## src/let_pkg.sv

```systemverilog
/*
  constants for the link error, self-test and pin housekeeping block.
  assumes one clock at the recovered link rate given below.
*/
package let_pkg;
  // ==========================================================
  // register offsets
  localparam logic [7:0] ADDR_SER_ID    = 8'h00;
  localparam logic [7:0] ADDR_DES_ID    = 8'h01;
  localparam logic [7:0] ADDR_LINK_CTRL = 8'h04;
  localparam logic [7:0] ADDR_PIN_CTRL  = 8'h06;
  localparam logic [7:0] ADDR_THRESH    = 8'h0C;
  localparam logic [7:0] ADDR_DEC_CNT   = 8'h0D;
  localparam logic [7:0] ADDR_PRBS_CNT  = 8'h0E;
  // ==========================================================
  // field positions
  localparam int BIT_PRBS_EN  = 5;
  localparam int BIT_BACK_EN  = 1;
  localparam int BIT_AHEAD_EN = 0;
  localparam int BIT_AUTO_CLR = 6;
  localparam int BIT_PIN1_DRV = 3;
  localparam int BIT_PIN1_SNS = 2;
  localparam int BIT_PIN0_DRV = 1;
  localparam int BIT_PIN0_SNS = 0;
  // ==========================================================
  // reset values
  localparam logic [7:0] RST_LINK_CTRL = 8'h03;
  localparam logic [7:0] RST_PIN_CTRL  = 8'h0A;
  localparam logic [7:0] RST_THRESH    = 8'h00;
  localparam logic [7:0] CNT_MAX       = 8'hFF;
  localparam logic [1:0] SER_ID_MID    = 2'h0;
  localparam logic [1:0] DES_ID_MID    = 2'h1;
  // three-level strap codes
  localparam logic [1:0] STRAP_LOW     = 2'h0;
  localparam logic [1:0] STRAP_OPEN    = 2'h1;
  localparam logic [1:0] STRAP_HIGH    = 2'h2;
  // ==========================================================
  // timing
  localparam int CLK_PERIOD_NS  = 40;
  localparam int AUTO_CLR_NS    = 1000;
  localparam int AUTO_CLR_CYC   = (AUTO_CLR_NS / CLK_PERIOD_NS < 1) ? 1 :
                                  AUTO_CLR_NS / CLK_PERIOD_NS;
  localparam int HOLDOFF_US     = 350;
  localparam int HOLDOFF_CYC    = (HOLDOFF_US * 1000 + CLK_PERIOD_NS - 1) / CLK_PERIOD_NS;
  localparam int BURST_LIMIT    = 16;
  localparam int BURST_WINDOW   = 256;
  localparam logic [1:0] STRAP_SETTLE = 2'h3;
  // ==========================================================
  // synchroniser lanes
  localparam int SY_NOTIFY = 0;
  localparam int SY_PIN0   = 1;
  localparam int SY_PIN1   = 2;
  localparam int SY_A_HI   = 3;
  localparam int SY_A_LO   = 4;
  localparam int SY_B_HI   = 5;
  localparam int SY_B_LO   = 6;
  localparam int SY_W      = 7;
endpackage

```

## src/let_link_monitor.sv

```systemverilog
/*
  link monitor: decode fault counting and threshold, open-drain fault
  output with auto clear, self-test mismatch counting, control channel
  enables and holdoff, notify forwarding, two open-drain pins, strap ids.
  assumes decoded control-channel register accesses on clk_sys, and
  fault/lock/link-state inputs from logic on the same clock.
*/
// Contract
// - fault output low when decode count exceeds threshold, normal mode.
// - in self-test, fault output low once any mismatch is counted.
// - fault output released when the decode counter is cleared.
// - reading either counter register clears that counter.
// - auto clear clears decode counter about 1 us after fault goes low.
// - auto clear off after reset; enabled by bit 6 of 0x06.
// - auto clear suppressed while self-test runs.
// - self-test mismatches counted in 8-bit register 0x0E.
// - no decode counting in self-test; fault shows mismatches only.
// - 0x04 bit 1 gates reverse channel, bit 0 gates forward channel.
// - reverse channel held closed for 350 us after each link start or stop.
// - notify input level forwarded on reverse channel, forward link not needed.
// - link-acquired output follows video lock only.
// - pins driven from 0x06 bits 3 and 1, sensed in bits 2 and 0.
// - pin input buffers always on; software sets drive bit for inputs.
// - default ids come from two three-level straps.
// - decode errors counted; bursts halt counter and relock; cleared in self-test.
`timescale 1ns/1ps
module let_link_monitor
  import let_pkg::*;
#(
  parameter int HOLDOFF_CYCLES = HOLDOFF_CYC,
  parameter int BURST_CNT      = BURST_LIMIT,
  parameter int BURST_WIN      = BURST_WINDOW
) (
  // clock and reset
  input  wire logic       clk_sys,
  input  wire logic       rstn,
  // decoded register access
  input  wire logic [7:0] reg_addr,
  input  wire logic       reg_wr,
  input  wire logic       reg_rd,
  input  wire logic [7:0] reg_wdata,
  output logic      [7:0] reg_rdata,
  // link status from the receiver
  input  wire logic       decode_fault_hit,
  input  wire logic       prbs_mismatch_hit,
  input  wire logic       video_lock,
  input  wire logic       serial_link_active,
  output logic            relock_request,
  output logic            link_acquired,
  output logic            pseudo_random_test_enable,
  // control channel gating
  output logic            back_channel_open,
  output logic            ahead_channel_open,
  output logic            notify_to_serializer,
  input  wire logic       remote_notify_in,
  // open-drain fault pin
  output logic            fault_n_out,
  output logic            fault_n_oe,
  // open-drain pins
  input  wire logic       pin0_in,
  output logic            pin0_out,
  output logic            pin0_oe,
  input  wire logic       pin1_in,
  output logic            pin1_out,
  output logic            pin1_oe,
  // three-level straps, both lows mean open
  input  wire logic       device_id_strap_a_hi,
  input  wire logic       device_id_strap_a_lo,
  input  wire logic       device_id_strap_b_hi,
  input  wire logic       device_id_strap_b_lo
);
  // ==========================================================
  // pin synchronisers
  logic [SY_W-1:0] sy_raw;
  logic [SY_W-1:0] sy1_reg;
  logic [SY_W-1:0] sy2_reg;
  logic [SY_W-1:0] sy3_reg;
  logic [SY_W-1:0] sy_val_reg;
  assign sy_raw = {device_id_strap_b_lo, device_id_strap_b_hi, device_id_strap_a_lo,
                   device_id_strap_a_hi, pin1_in, pin0_in, remote_notify_in};
  genvar gi;
  generate
    for (gi = 0; gi < SY_W; gi++) begin : g_sync
      always_ff @(posedge clk_sys) begin
        if (!rstn) begin
          sy1_reg[gi]    <= 1'b0;
          sy2_reg[gi]    <= 1'b0;
          sy3_reg[gi]    <= 1'b0;
          sy_val_reg[gi] <= 1'b0;
        end else begin
          sy1_reg[gi] <= sy_raw[gi];
          sy2_reg[gi] <= sy1_reg[gi];
          sy3_reg[gi] <= sy2_reg[gi];
          // glitch filter: accept only once two stages agree
          if (sy2_reg[gi] == sy3_reg[gi]) begin
            sy_val_reg[gi] <= sy3_reg[gi];
          end
        end
      end
    end
  endgenerate

  // ==========================================================
  // registers
  logic [7:0] ser_id_reg;
  logic [7:0] des_id_reg;
  logic [7:0] link_ctrl_reg;
  logic [7:0] pin_ctrl_reg;
  logic [7:0] thresh_reg;
  logic [7:0] dec_cnt_reg;
  logic [7:0] prbs_cnt_reg;
  logic [1:0] settle_reg;
  logic       strap_done_reg;
  logic       ids_done_reg;
  logic [1:0] code_a;
  logic [1:0] code_b;
  logic       prbs_on;
  logic       auto_en;
  logic       rd_dec;
  logic       rd_prbs;
  assign prbs_on = link_ctrl_reg[BIT_PRBS_EN];
  assign auto_en = pin_ctrl_reg[BIT_AUTO_CLR];
  assign rd_dec  = reg_rd && (reg_addr == ADDR_DEC_CNT);
  assign rd_prbs = reg_rd && (reg_addr == ADDR_PRBS_CNT);
  assign code_a  = sy_val_reg[SY_A_HI] ? STRAP_HIGH :
                   sy_val_reg[SY_A_LO] ? STRAP_LOW : STRAP_OPEN;
  assign code_b  = sy_val_reg[SY_B_HI] ? STRAP_HIGH :
                   sy_val_reg[SY_B_LO] ? STRAP_LOW : STRAP_OPEN;

  // straps caught once the synchronisers have settled after release
  always_ff @(posedge clk_sys) begin
    if (!rstn) begin
      settle_reg     <= 2'h0;
      strap_done_reg <= 1'b0;
    end else if (settle_reg != STRAP_SETTLE) begin
      settle_reg <= settle_reg + 2'h1;
    end else begin
      strap_done_reg <= 1'b1;
    end
  end

  always_ff @(posedge clk_sys) begin
    if (!rstn) begin
      ser_id_reg   <= 8'h00;
      des_id_reg   <= 8'h00;
      ids_done_reg <= 1'b0;
    end else if (!ids_done_reg) begin
      // filtered straps land on the edge that sets strap_done, so load one later
      if (strap_done_reg) begin
        ser_id_reg   <= {code_a, SER_ID_MID, code_b, 2'h0};
        des_id_reg   <= {code_a, DES_ID_MID, code_b, 2'h0};
        ids_done_reg <= 1'b1;
      end
    end else if (reg_wr && reg_addr == ADDR_SER_ID) begin
      ser_id_reg <= {reg_wdata[7:1], 1'b0};
    end else if (reg_wr && reg_addr == ADDR_DES_ID) begin
      des_id_reg <= {reg_wdata[7:1], 1'b0};
    end
  end

  always_ff @(posedge clk_sys) begin
    if (!rstn) begin
      link_ctrl_reg <= RST_LINK_CTRL;
      pin_ctrl_reg  <= RST_PIN_CTRL;
      thresh_reg    <= RST_THRESH;
    end else if (reg_wr) begin
      if (reg_addr == ADDR_LINK_CTRL) link_ctrl_reg <= reg_wdata;
      if (reg_addr == ADDR_PIN_CTRL)  pin_ctrl_reg  <= reg_wdata;
      if (reg_addr == ADDR_THRESH)    thresh_reg    <= reg_wdata;
    end
  end

  always_ff @(posedge clk_sys) begin
    if (!rstn) begin
      reg_rdata <= 8'h00;
    end else if (reg_rd) begin
      unique case (reg_addr)
        ADDR_SER_ID:    reg_rdata <= ser_id_reg;
        ADDR_DES_ID:    reg_rdata <= des_id_reg;
        ADDR_LINK_CTRL: reg_rdata <= link_ctrl_reg;
        ADDR_PIN_CTRL:  reg_rdata <= {pin_ctrl_reg[7:4], pin_ctrl_reg[BIT_PIN1_DRV],
                                      sy_val_reg[SY_PIN1], pin_ctrl_reg[BIT_PIN0_DRV],
                                      sy_val_reg[SY_PIN0]};
        ADDR_THRESH:    reg_rdata <= thresh_reg;
        ADDR_DEC_CNT:   reg_rdata <= dec_cnt_reg;
        ADDR_PRBS_CNT:  reg_rdata <= prbs_cnt_reg;
        default:        reg_rdata <= 8'h00;
      endcase
    end
  end

  // ==========================================================
  // decode fault counting
  logic        lock_q_reg;
  logic        lock_rise;
  logic        halt_reg;
  logic [15:0] win_reg;
  logic [15:0] burst_reg;
  logic [7:0]  auto_tmr_reg;
  logic        auto_fire;
  logic        dec_clr;
  assign lock_rise = video_lock && !lock_q_reg;
  assign auto_fire = auto_en && !prbs_on && fault_n_oe &&
                     (auto_tmr_reg == 8'(AUTO_CLR_CYC - 1));
  assign dec_clr   = rd_dec || lock_rise || auto_fire;

  // burst guard: many faults inside one window stop the counter
  always_ff @(posedge clk_sys) begin
    if (!rstn) begin
      lock_q_reg     <= 1'b0;
      halt_reg       <= 1'b0;
      win_reg        <= 16'h0000;
      burst_reg      <= 16'h0000;
      relock_request <= 1'b0;
    end else begin
      lock_q_reg     <= video_lock;
      relock_request <= 1'b0;
      if (win_reg == 16'(BURST_WIN - 1)) begin
        win_reg   <= 16'h0000;
        burst_reg <= 16'h0000;
      end else begin
        win_reg <= win_reg + 16'h0001;
        if (decode_fault_hit && !prbs_on) burst_reg <= burst_reg + 16'h0001;
      end
      if (lock_rise) begin
        halt_reg <= 1'b0;
      end else if (!halt_reg && burst_reg >= 16'(BURST_CNT)) begin
        halt_reg       <= 1'b1;
        relock_request <= 1'b1;
      end
    end
  end

  always_ff @(posedge clk_sys) begin
    if (!rstn) begin
      dec_cnt_reg <= 8'h00;
    end else if (prbs_on) begin
      dec_cnt_reg <= 8'h00;
    end else if (decode_fault_hit && !halt_reg) begin
      // a fault in the clearing cycle survives as the first count
      if (dec_clr) dec_cnt_reg <= 8'h01;
      else if (dec_cnt_reg != CNT_MAX) dec_cnt_reg <= dec_cnt_reg + 8'h01;
    end else if (dec_clr) begin
      dec_cnt_reg <= 8'h00;
    end
  end

  always_ff @(posedge clk_sys) begin
    if (!rstn) begin
      prbs_cnt_reg <= 8'h00;
    end else if (prbs_on && prbs_mismatch_hit) begin
      if (rd_prbs) prbs_cnt_reg <= 8'h01;
      else if (prbs_cnt_reg != CNT_MAX) prbs_cnt_reg <= prbs_cnt_reg + 8'h01;
    end else if (rd_prbs) begin
      prbs_cnt_reg <= 8'h00;
    end
  end

  // ==========================================================
  // fault pin and auto clear
  always_ff @(posedge clk_sys) begin
    if (!rstn) begin
      auto_tmr_reg <= 8'h00;
    end else if (auto_en && !prbs_on && fault_n_oe && !auto_fire) begin
      auto_tmr_reg <= auto_tmr_reg + 8'h01;
    end else begin
      auto_tmr_reg <= 8'h00;
    end
  end

  always_ff @(posedge clk_sys) begin
    if (!rstn) begin
      fault_n_out <= 1'b0;
      fault_n_oe  <= 1'b0;
    end else if (prbs_on) begin
      fault_n_oe <= (prbs_cnt_reg != 8'h00);
    end else begin
      fault_n_oe <= (dec_cnt_reg > thresh_reg);
    end
  end

  // ==========================================================
  // channel gating, notify and pins
  logic        act_q_reg;
  logic [15:0] hold_reg;
  always_ff @(posedge clk_sys) begin
    if (!rstn) begin
      act_q_reg <= 1'b0;
      hold_reg  <= 16'h0000;
    end else begin
      act_q_reg <= serial_link_active;
      if (serial_link_active != act_q_reg) hold_reg <= 16'(HOLDOFF_CYCLES);
      else if (hold_reg != 16'h0000) hold_reg <= hold_reg - 16'h0001;
    end
  end

  always_ff @(posedge clk_sys) begin
    if (!rstn) begin
      back_channel_open         <= 1'b0;
      ahead_channel_open        <= 1'b0;
      notify_to_serializer      <= 1'b0;
      link_acquired             <= 1'b0;
      pseudo_random_test_enable <= 1'b0;
      pin0_out                  <= 1'b0;
      pin1_out                  <= 1'b0;
      pin0_oe                   <= 1'b0;
      pin1_oe                   <= 1'b0;
    end else begin
      // reverse channel needs no forward lock, only its enable bit and holdoff
      back_channel_open    <= link_ctrl_reg[BIT_BACK_EN] && hold_reg == 16'h0000 &&
                              serial_link_active == act_q_reg;
      ahead_channel_open   <= link_ctrl_reg[BIT_AHEAD_EN];
      notify_to_serializer <= sy_val_reg[SY_NOTIFY];
      link_acquired        <= video_lock;
      pseudo_random_test_enable <= prbs_on;
      pin0_oe              <= !pin_ctrl_reg[BIT_PIN0_DRV];
      pin1_oe              <= !pin_ctrl_reg[BIT_PIN1_DRV];
    end
  end

  // ==========================================================
  // checks
  AST_FAULT_THR: assert property (@(posedge clk_sys) disable iff (!rstn)
    !prbs_on ##1 (!prbs_on && dec_cnt_reg > thresh_reg) |=> fault_n_oe)
    else $error("fault pin not low above threshold");
  AST_FAULT_PRBS: assert property (@(posedge clk_sys) disable iff (!rstn)
    prbs_on && prbs_mismatch_hit && !rd_prbs |-> ##2 fault_n_oe)
    else $error("fault pin not low after mismatch");
  AST_READ_CLR: assert property (@(posedge clk_sys) disable iff (!rstn)
    rd_dec && !decode_fault_hit && !prbs_on |=> dec_cnt_reg == 8'h00
    ##1 (!fault_n_oe || prbs_on))
    else $error("read did not clear fault");
  AST_AUTO_TMR: assert property (@(posedge clk_sys) disable iff (!rstn)
    auto_tmr_reg < 8'(AUTO_CLR_CYC))
    else $error("auto clear timer overran");
  AST_AUTO_FIRE: assert property (@(posedge clk_sys) disable iff (!rstn)
    auto_fire && !decode_fault_hit |=> dec_cnt_reg == 8'h00)
    else $error("auto clear did not clear counter");
  AST_AUTO_OFF: assert property (@(posedge clk_sys) disable iff (!rstn)
    (!auto_en || prbs_on) |-> !auto_fire)
    else $error("auto clear fired while off");
  AST_PRBS_CNT: assert property (@(posedge clk_sys) disable iff (!rstn)
    prbs_on && prbs_mismatch_hit && !rd_prbs && prbs_cnt_reg != CNT_MAX
    |=> prbs_cnt_reg == $past(prbs_cnt_reg) + 8'h01)
    else $error("mismatch not counted");
  AST_DEC_PRBS: assert property (@(posedge clk_sys) disable iff (!rstn)
    prbs_on |=> dec_cnt_reg == 8'h00)
    else $error("decode counted in self-test");
  AST_SAT: assert property (@(posedge clk_sys) disable iff (!rstn)
    dec_cnt_reg == CNT_MAX && !dec_clr && !prbs_on |=> dec_cnt_reg == CNT_MAX)
    else $error("decode counter wrapped");
  AST_HOLDOFF: assert property (@(posedge clk_sys) disable iff (!rstn)
    serial_link_active != act_q_reg |=> !back_channel_open [*8])
    else $error("reverse channel open during holdoff");
  AST_BACK_GATE: assert property (@(posedge clk_sys) disable iff (!rstn)
    !link_ctrl_reg[BIT_BACK_EN] |=> !back_channel_open)
    else $error("reverse channel open while disabled");
  AST_LOCK: assert property (@(posedge clk_sys) disable iff (!rstn)
    $fell(video_lock) |=> !link_acquired)
    else $error("link acquired without video lock");
  AST_PIN: assert property (@(posedge clk_sys) disable iff (!rstn)
    reg_wr && reg_addr == ADDR_PIN_CTRL && !reg_wdata[BIT_PIN0_DRV] |-> ##2 pin0_oe)
    else $error("pin0 not driven low");
endmodule

```

## config.mk

```make
export PLATFORM = sky130hd
export DESIGN_NAME = let_link_monitor
export DESIGN_NICKNAME = d
export VERILOG_FILES = /design/src/let_pkg.sv /design/src/let_link_monitor.sv
export SDC_FILE = /design/constraint.sdc
export NUM_CORES = 1
export LEC_CHECK = 0
export BUFFER_PORTS_ARGS = -buffer_cell sky130_fd_sc_hd__buf_2
export CAP_MARGIN = 20
export CORE_ASPECT_RATIO = 1.5
export CORE_MARGIN = 4
export CORE_UTILIZATION = 40
export CTS_CLUSTER_SIZE = 10
export DETAILED_ROUTE_END_ITERATION = 8
export SLEW_MARGIN = 40
export SYNTH_ARGS = -nofsm -noshare
export SYNTH_HDL_FRONTEND = slang
export SYNTH_SLANG_ARGS = --single-unit
```

## constraint.sdc

```tcl
create_clock -name clk_sys -period 4.32 [get_ports clk_sys]
set_clock_uncertainty 0.05 [all_clocks]
set_input_delay 0.648 -clock clk_sys [delete_from_list [all_inputs] [get_ports clk_sys]]
set_output_delay 0.648 -clock clk_sys [all_outputs]
set_load 0.005 [all_outputs]
```

# == After elaboration in Yosys (flattened, before gate mapping) ==
# Index checks and enable logic that the tools add are counted.
# classes
bitwise,1
reduce_logical,45
n_eq_ne,23
n_lt_le_gt_ge,2
muxes,26
n_addsub,7
# ops
op,n
8-bit 2-to-1 mux,15
8-bit one-hot mux with 7 select lines,1
16-bit by 1-bit adder with 16-bit output (second input constant),2
14-bit 2-to-1 mux,2
8-bit by 1-bit adder with 8-bit output (second input constant),3
8-bit by 4-bit == test with 1-bit output (second input constant),3
16-bit by 8-bit == test with 1-bit output (second input constant),1
8-bit by 3-bit == test with 1-bit output (second input constant),2
16-bit by 5-bit greater-or-equal comparator with 1-bit output (second input constant),1
16-bit logical NOT,1
8-bit != test (second input constant),2
16-bit nonzero test,1
16-bit by 1-bit subtractor with 16-bit output (second input constant),1
1-bit logical AND,15
2-bit AND reduction,7
2-bit nonzero test,6
1-bit == test,8
8-bit by 1-bit == test with 1-bit output (second input constant),1
8-bit by 5-bit == test with 1-bit output (second input constant),1
8-bit greater-than comparator,1
8-bit logical NOT,1
8-bit nonzero test,1
2-bit OR reduction,4
1-bit logical NOT,6
other kinds (9),18
# totals
reg_bits,163
in_bits,31

# == Logic depth before layout (Yosys ltp) ==
# depth
word_depth,7
ltp_mapped,8
mapped_depth_nobuf,7

# == Worst setup path before layout ==
# No wires, ideal clock.
# synth_path
path_type,input -> register
from,input reg_addr[1]
to,register link_ctrl_reg[1]
stages,7
slack_ns,2.377
setup_time_ns,0.135
arrival_ns,1.758
cell_sequence,clkbuf_1 > nor2_1 > nand2_1 > or3_1 > buf_2 > nand2_1 > o211ai_2
# synth_between
elab_chain_cells,2
# synth_rtl
element,line_no,source
"start, declared",let_link_monitor.sv:38,"input wire logic [7:0] reg_addr,"
8-bit by 3-bit == test with 1-bit output,let_link_monitor.sv:167,if (reg_addr == ADDR_LINK_CTRL) link_ctrl_reg <= reg_wdata;
2-bit AND reduction (no source line),--,
"end signal, assigned",let_link_monitor.sv:167,
"end, declared",let_link_monitor.sv:107,logic [7:0] link_ctrl_reg;
# Every way passes these cells.
# A chain may end at the register's enable or synchronous reset.

# == Worst setup path in the final report ==
# layout_path
from,input reg_addr[5]
to,register link_ctrl_reg[1]
# The elaborated chain is that of the path after synthesis.

==> summary.md <==
| Metric | Value |
|---|---|
| Outcome | `finished, final reports clean` |
| CTS tree | `yes` |
| Clock transition at the registers of the reported paths | `0.07 ns` |
| Post-synth top area share | `0.4466` |
| Count of distinct cell types in the synthesized netlist | `72` |
| FF+latch count, synth | `approximately 160` |
| Full die area | `around 0.020 mm²` |
| Clock root buffer | `clkbuf_16` |
| Gp weighted congestion | `0.8092` |
| Internal power | `2.442 mW` |
| Dominant cells by area after synthesis | `dfxtp_1, nor2_1, xor2_1, mux2i_1, nand2_1` |
| Row count | `59` |
| Clock Path Buffers | `2` |
| Post-synth EDFFs | `0` |
| H-tree Lvls | `4` |
| Placed Cells | `just over 1k` |
| Final Cycle Share | `0.5096` |
| Post-Syn Instances | `approximately 800` |
| Final hold vios | `0` |
| Count of final max-slew check failures | `0` |
| Pwr Density | `roughly 400 mW/mm²` |
| Delay-heaviest family, CP | `simple AND/OR/NAND/NOR gates` |
| Worst path required time | `4.57 ns` |
| Hold buffer count at CTS | `0` |
| DRC violations left | `0` |
| Dpl hpwl | `~12 mm` |
| Sequential-to-total area share from yosys stat | `0.4466` |
| Logic pwr share | `0.081` |
| Hold WC Path Type | `in -> reg` |
| Drt pass-1 iters | `4` |
| Post-route minimum period | `between 2 and 2.5 ns` |
| Clock sink total | `between 150 and 200` |
| Final TNS setup | `0 ns` |
| Vias in the first global route | `between 5k and 6k` |
| Post-cts resize count | `0` |
| WS Path Type | `in -> reg` |
| Yosys warnings | `0` |
| WP buf/inv | `1` |
| Critical Path Most Common Cell | `nand2_1` |
| Routed length per placed instance | `approximately 15 µm` |
| Number of max-cap violations | `0` |
| Setup violations, final | `0` |
| Leak pwr | `between 3 and 4 nW` |
| Worst Setup Start Kind | `primary input` |
| Worst slew margin | `0.4929` |
| Initial antenna violation count | `0` |
| Number of routed nets with antenna violations | `0` |
| Initial Util | `0.4091` |
| # diodes | `0` |
| Post-Synthesis Cell Area | `around 0.0071 mm²` |
| Nets | `872` |
| Final Util | `0.4622` |
| PortBufs | `47` |
| FMAX | `454.3 MHz` |
| Max incr delay on CP | `just under 0.7 ns` |
| Initial drt markers | `between 200 and 300` |
| Count leader, synth | `dfxtp_1` |
| Total CTS buffers | `17` |
| Ports | `51` |
| Switching Fraction | `0.2592` |
| Dpl ws | `1.667 ns` |
| Worst-skew pair later-pin latency | `approximately 0.43 ns` |
| Worst slew pin tran | `~0.76 ns` |
| Fill cells | `1732` |
| Die Y-Extent | `approximately 170 µm` |
| Syn Area/Cell | `~9 µm²` |
| CP Cell Sequence | `buf_2, nor4_4, nand2_1, or3_1, nand2_1, o211ai_2` |
| Net switching power | `approximately 850 µW` |
| Area Overhead vs Synth | `12.99%` |
| Leading area contributor after synthesis | `dfxtp_1` |
| Pin count of the biggest net entering global routing | `~40` |
| DIE WIDTH | `around 120 µm` |
| Final Non-Filler Cells | `between 1k and 1.5k` |
| Slowest-stage cell, CP | `nor4_4` |
| Clock share of power | `0.449` |
| Aggregate global routing overflow | `0` |
| GR Util All Layers | `0.1686` |
| DR vias | `around 5.5k` |
| CP arrival | `between 2 and 2.5 ns` |
| Vias per std cell | `5.214` |
| Final worst slack | `~2.1 ns` |
| Core area | `between 0.015 and 0.02 mm²` |
| RSZ-0062 raised after global routing | `no` |
| Setup Buffers After CTS | `0` |
| Worst Hold Margin | `roughly 0.37 ns` |
| CP Capture Type | `flop` |
| Share of cells above drive strength 1 | `0.1389` |
| Sequential Power Share | `0.470` |
| Synth top cells by count | `dfxtp_1, nor2_1, nand2_1, nand3_1, xor2_1` |
| Async set-reset flop share out of synthesis | `0` |
| Post-synth top flop | `dfxtp_1` |
| Crit path max fanout | `13` |
| First-pass GRT wire length | `about 26 mm` |
| Max VDD drop | `~0.26 mV` |
| WL final | `between 15 and 20 mm` |
## worst reg2reg max path: stages (launching register included)
cell	delay, ns
dfxtp_1	0.35
ha_1	0.23
nand2_1	0.11
nor3_2	0.35
nand3_1	0.18
nand2_2	0.46
nor2_1	0.11
## power by group through the flow
| stage | sequential, mW | clock, mW | combinational, mW |
|---|---|---|---|
| 3_5_place_dp | 1.58 | 0 | 0.268 |
| 5_1_grt | 1.56 | 1.58 | 0.300 |
| 3_3_place_gp | 1.58 | 0 | 0.264 |
| 6_report | 1.55 | 1.48 | 0.266 |
| 2_1_floorplan | 1.57 | 0 | 0.214 |
| 4_1_cts | 1.55 | 1.52 | 0.269 |
## final cells by class
cell class / count / area [µm²] / share of cell area
flip-flops and latches: 159 / 3183 / 0.3953
well taps: 213 / 266.5 / 0.03310
clock buffers: 18 / 439.2 / 0.05454
repair buffers: 49 / 250.2 / 0.03108
inverters: 31 / 116.4 / 0.01445
multi-input cells: 564 / 3654 / 0.4537
clock inverters: 14 / 143.9 / 0.01787
## placed cells by master, fill, tap and decap left out, types with 11 or more instances in the layout
master     instances
and2_1            30
nand3_1           42
and3_1            11
xnor2_1           19
nand2_1           63
mux2i_1           24
buf_2             47
clkbuf_16         17
ha_1              19
o21ai_0           21
nor2_1           108
a21oi_1           34
nand4_1           14
dfxtp_1          159
inv_1             30
xor2_1            39
## worst paths after layout
path                           end   startpoint  slack (ns)  depth (start not counted)
setup / recovery  link_ctrl_reg[1]  reg_addr[5]        2.12                          6
hold / removal          sy1_reg[1]      pin0_in        0.37                          2
setup reg to reg        win_reg[4]   win_reg[0]        2.35                          6
hold reg to reg         sy2_reg[1]   sy1_reg[1]        0.38                          1
## through the flow
step	power, mW	area [µm²]
final	3.296	8053
after global routing	3.433	8053
after CTS	3.338	8053
after detailed placement	1.850	7470
after global placement	1.847	7467
after floorplan	1.786	7134
## logic make-up after synthesis
kind of cell / share of synthesized area
other: 0.0005262
AOI/OAI and AO/OA: 0.1106
xor gates and xnor gates: 0.07128
and+or+nand+nor: 0.2486
adders and majority gates: 0.03336
muxes: 0.04687
DFF: 0.4466
buffers and inverters: 0.04213
## layer usage
metal	GRT usage	part of all wire	vias up
met2	0.2938	0.51	108
met3	0.03590	0.031	39
li1	-	-	2780
met1	0.1920	0.42	2537
met4	0.08433	0.038	0
met5	0	0	-
No activity file was read; power rests on OpenSTA's default activity.
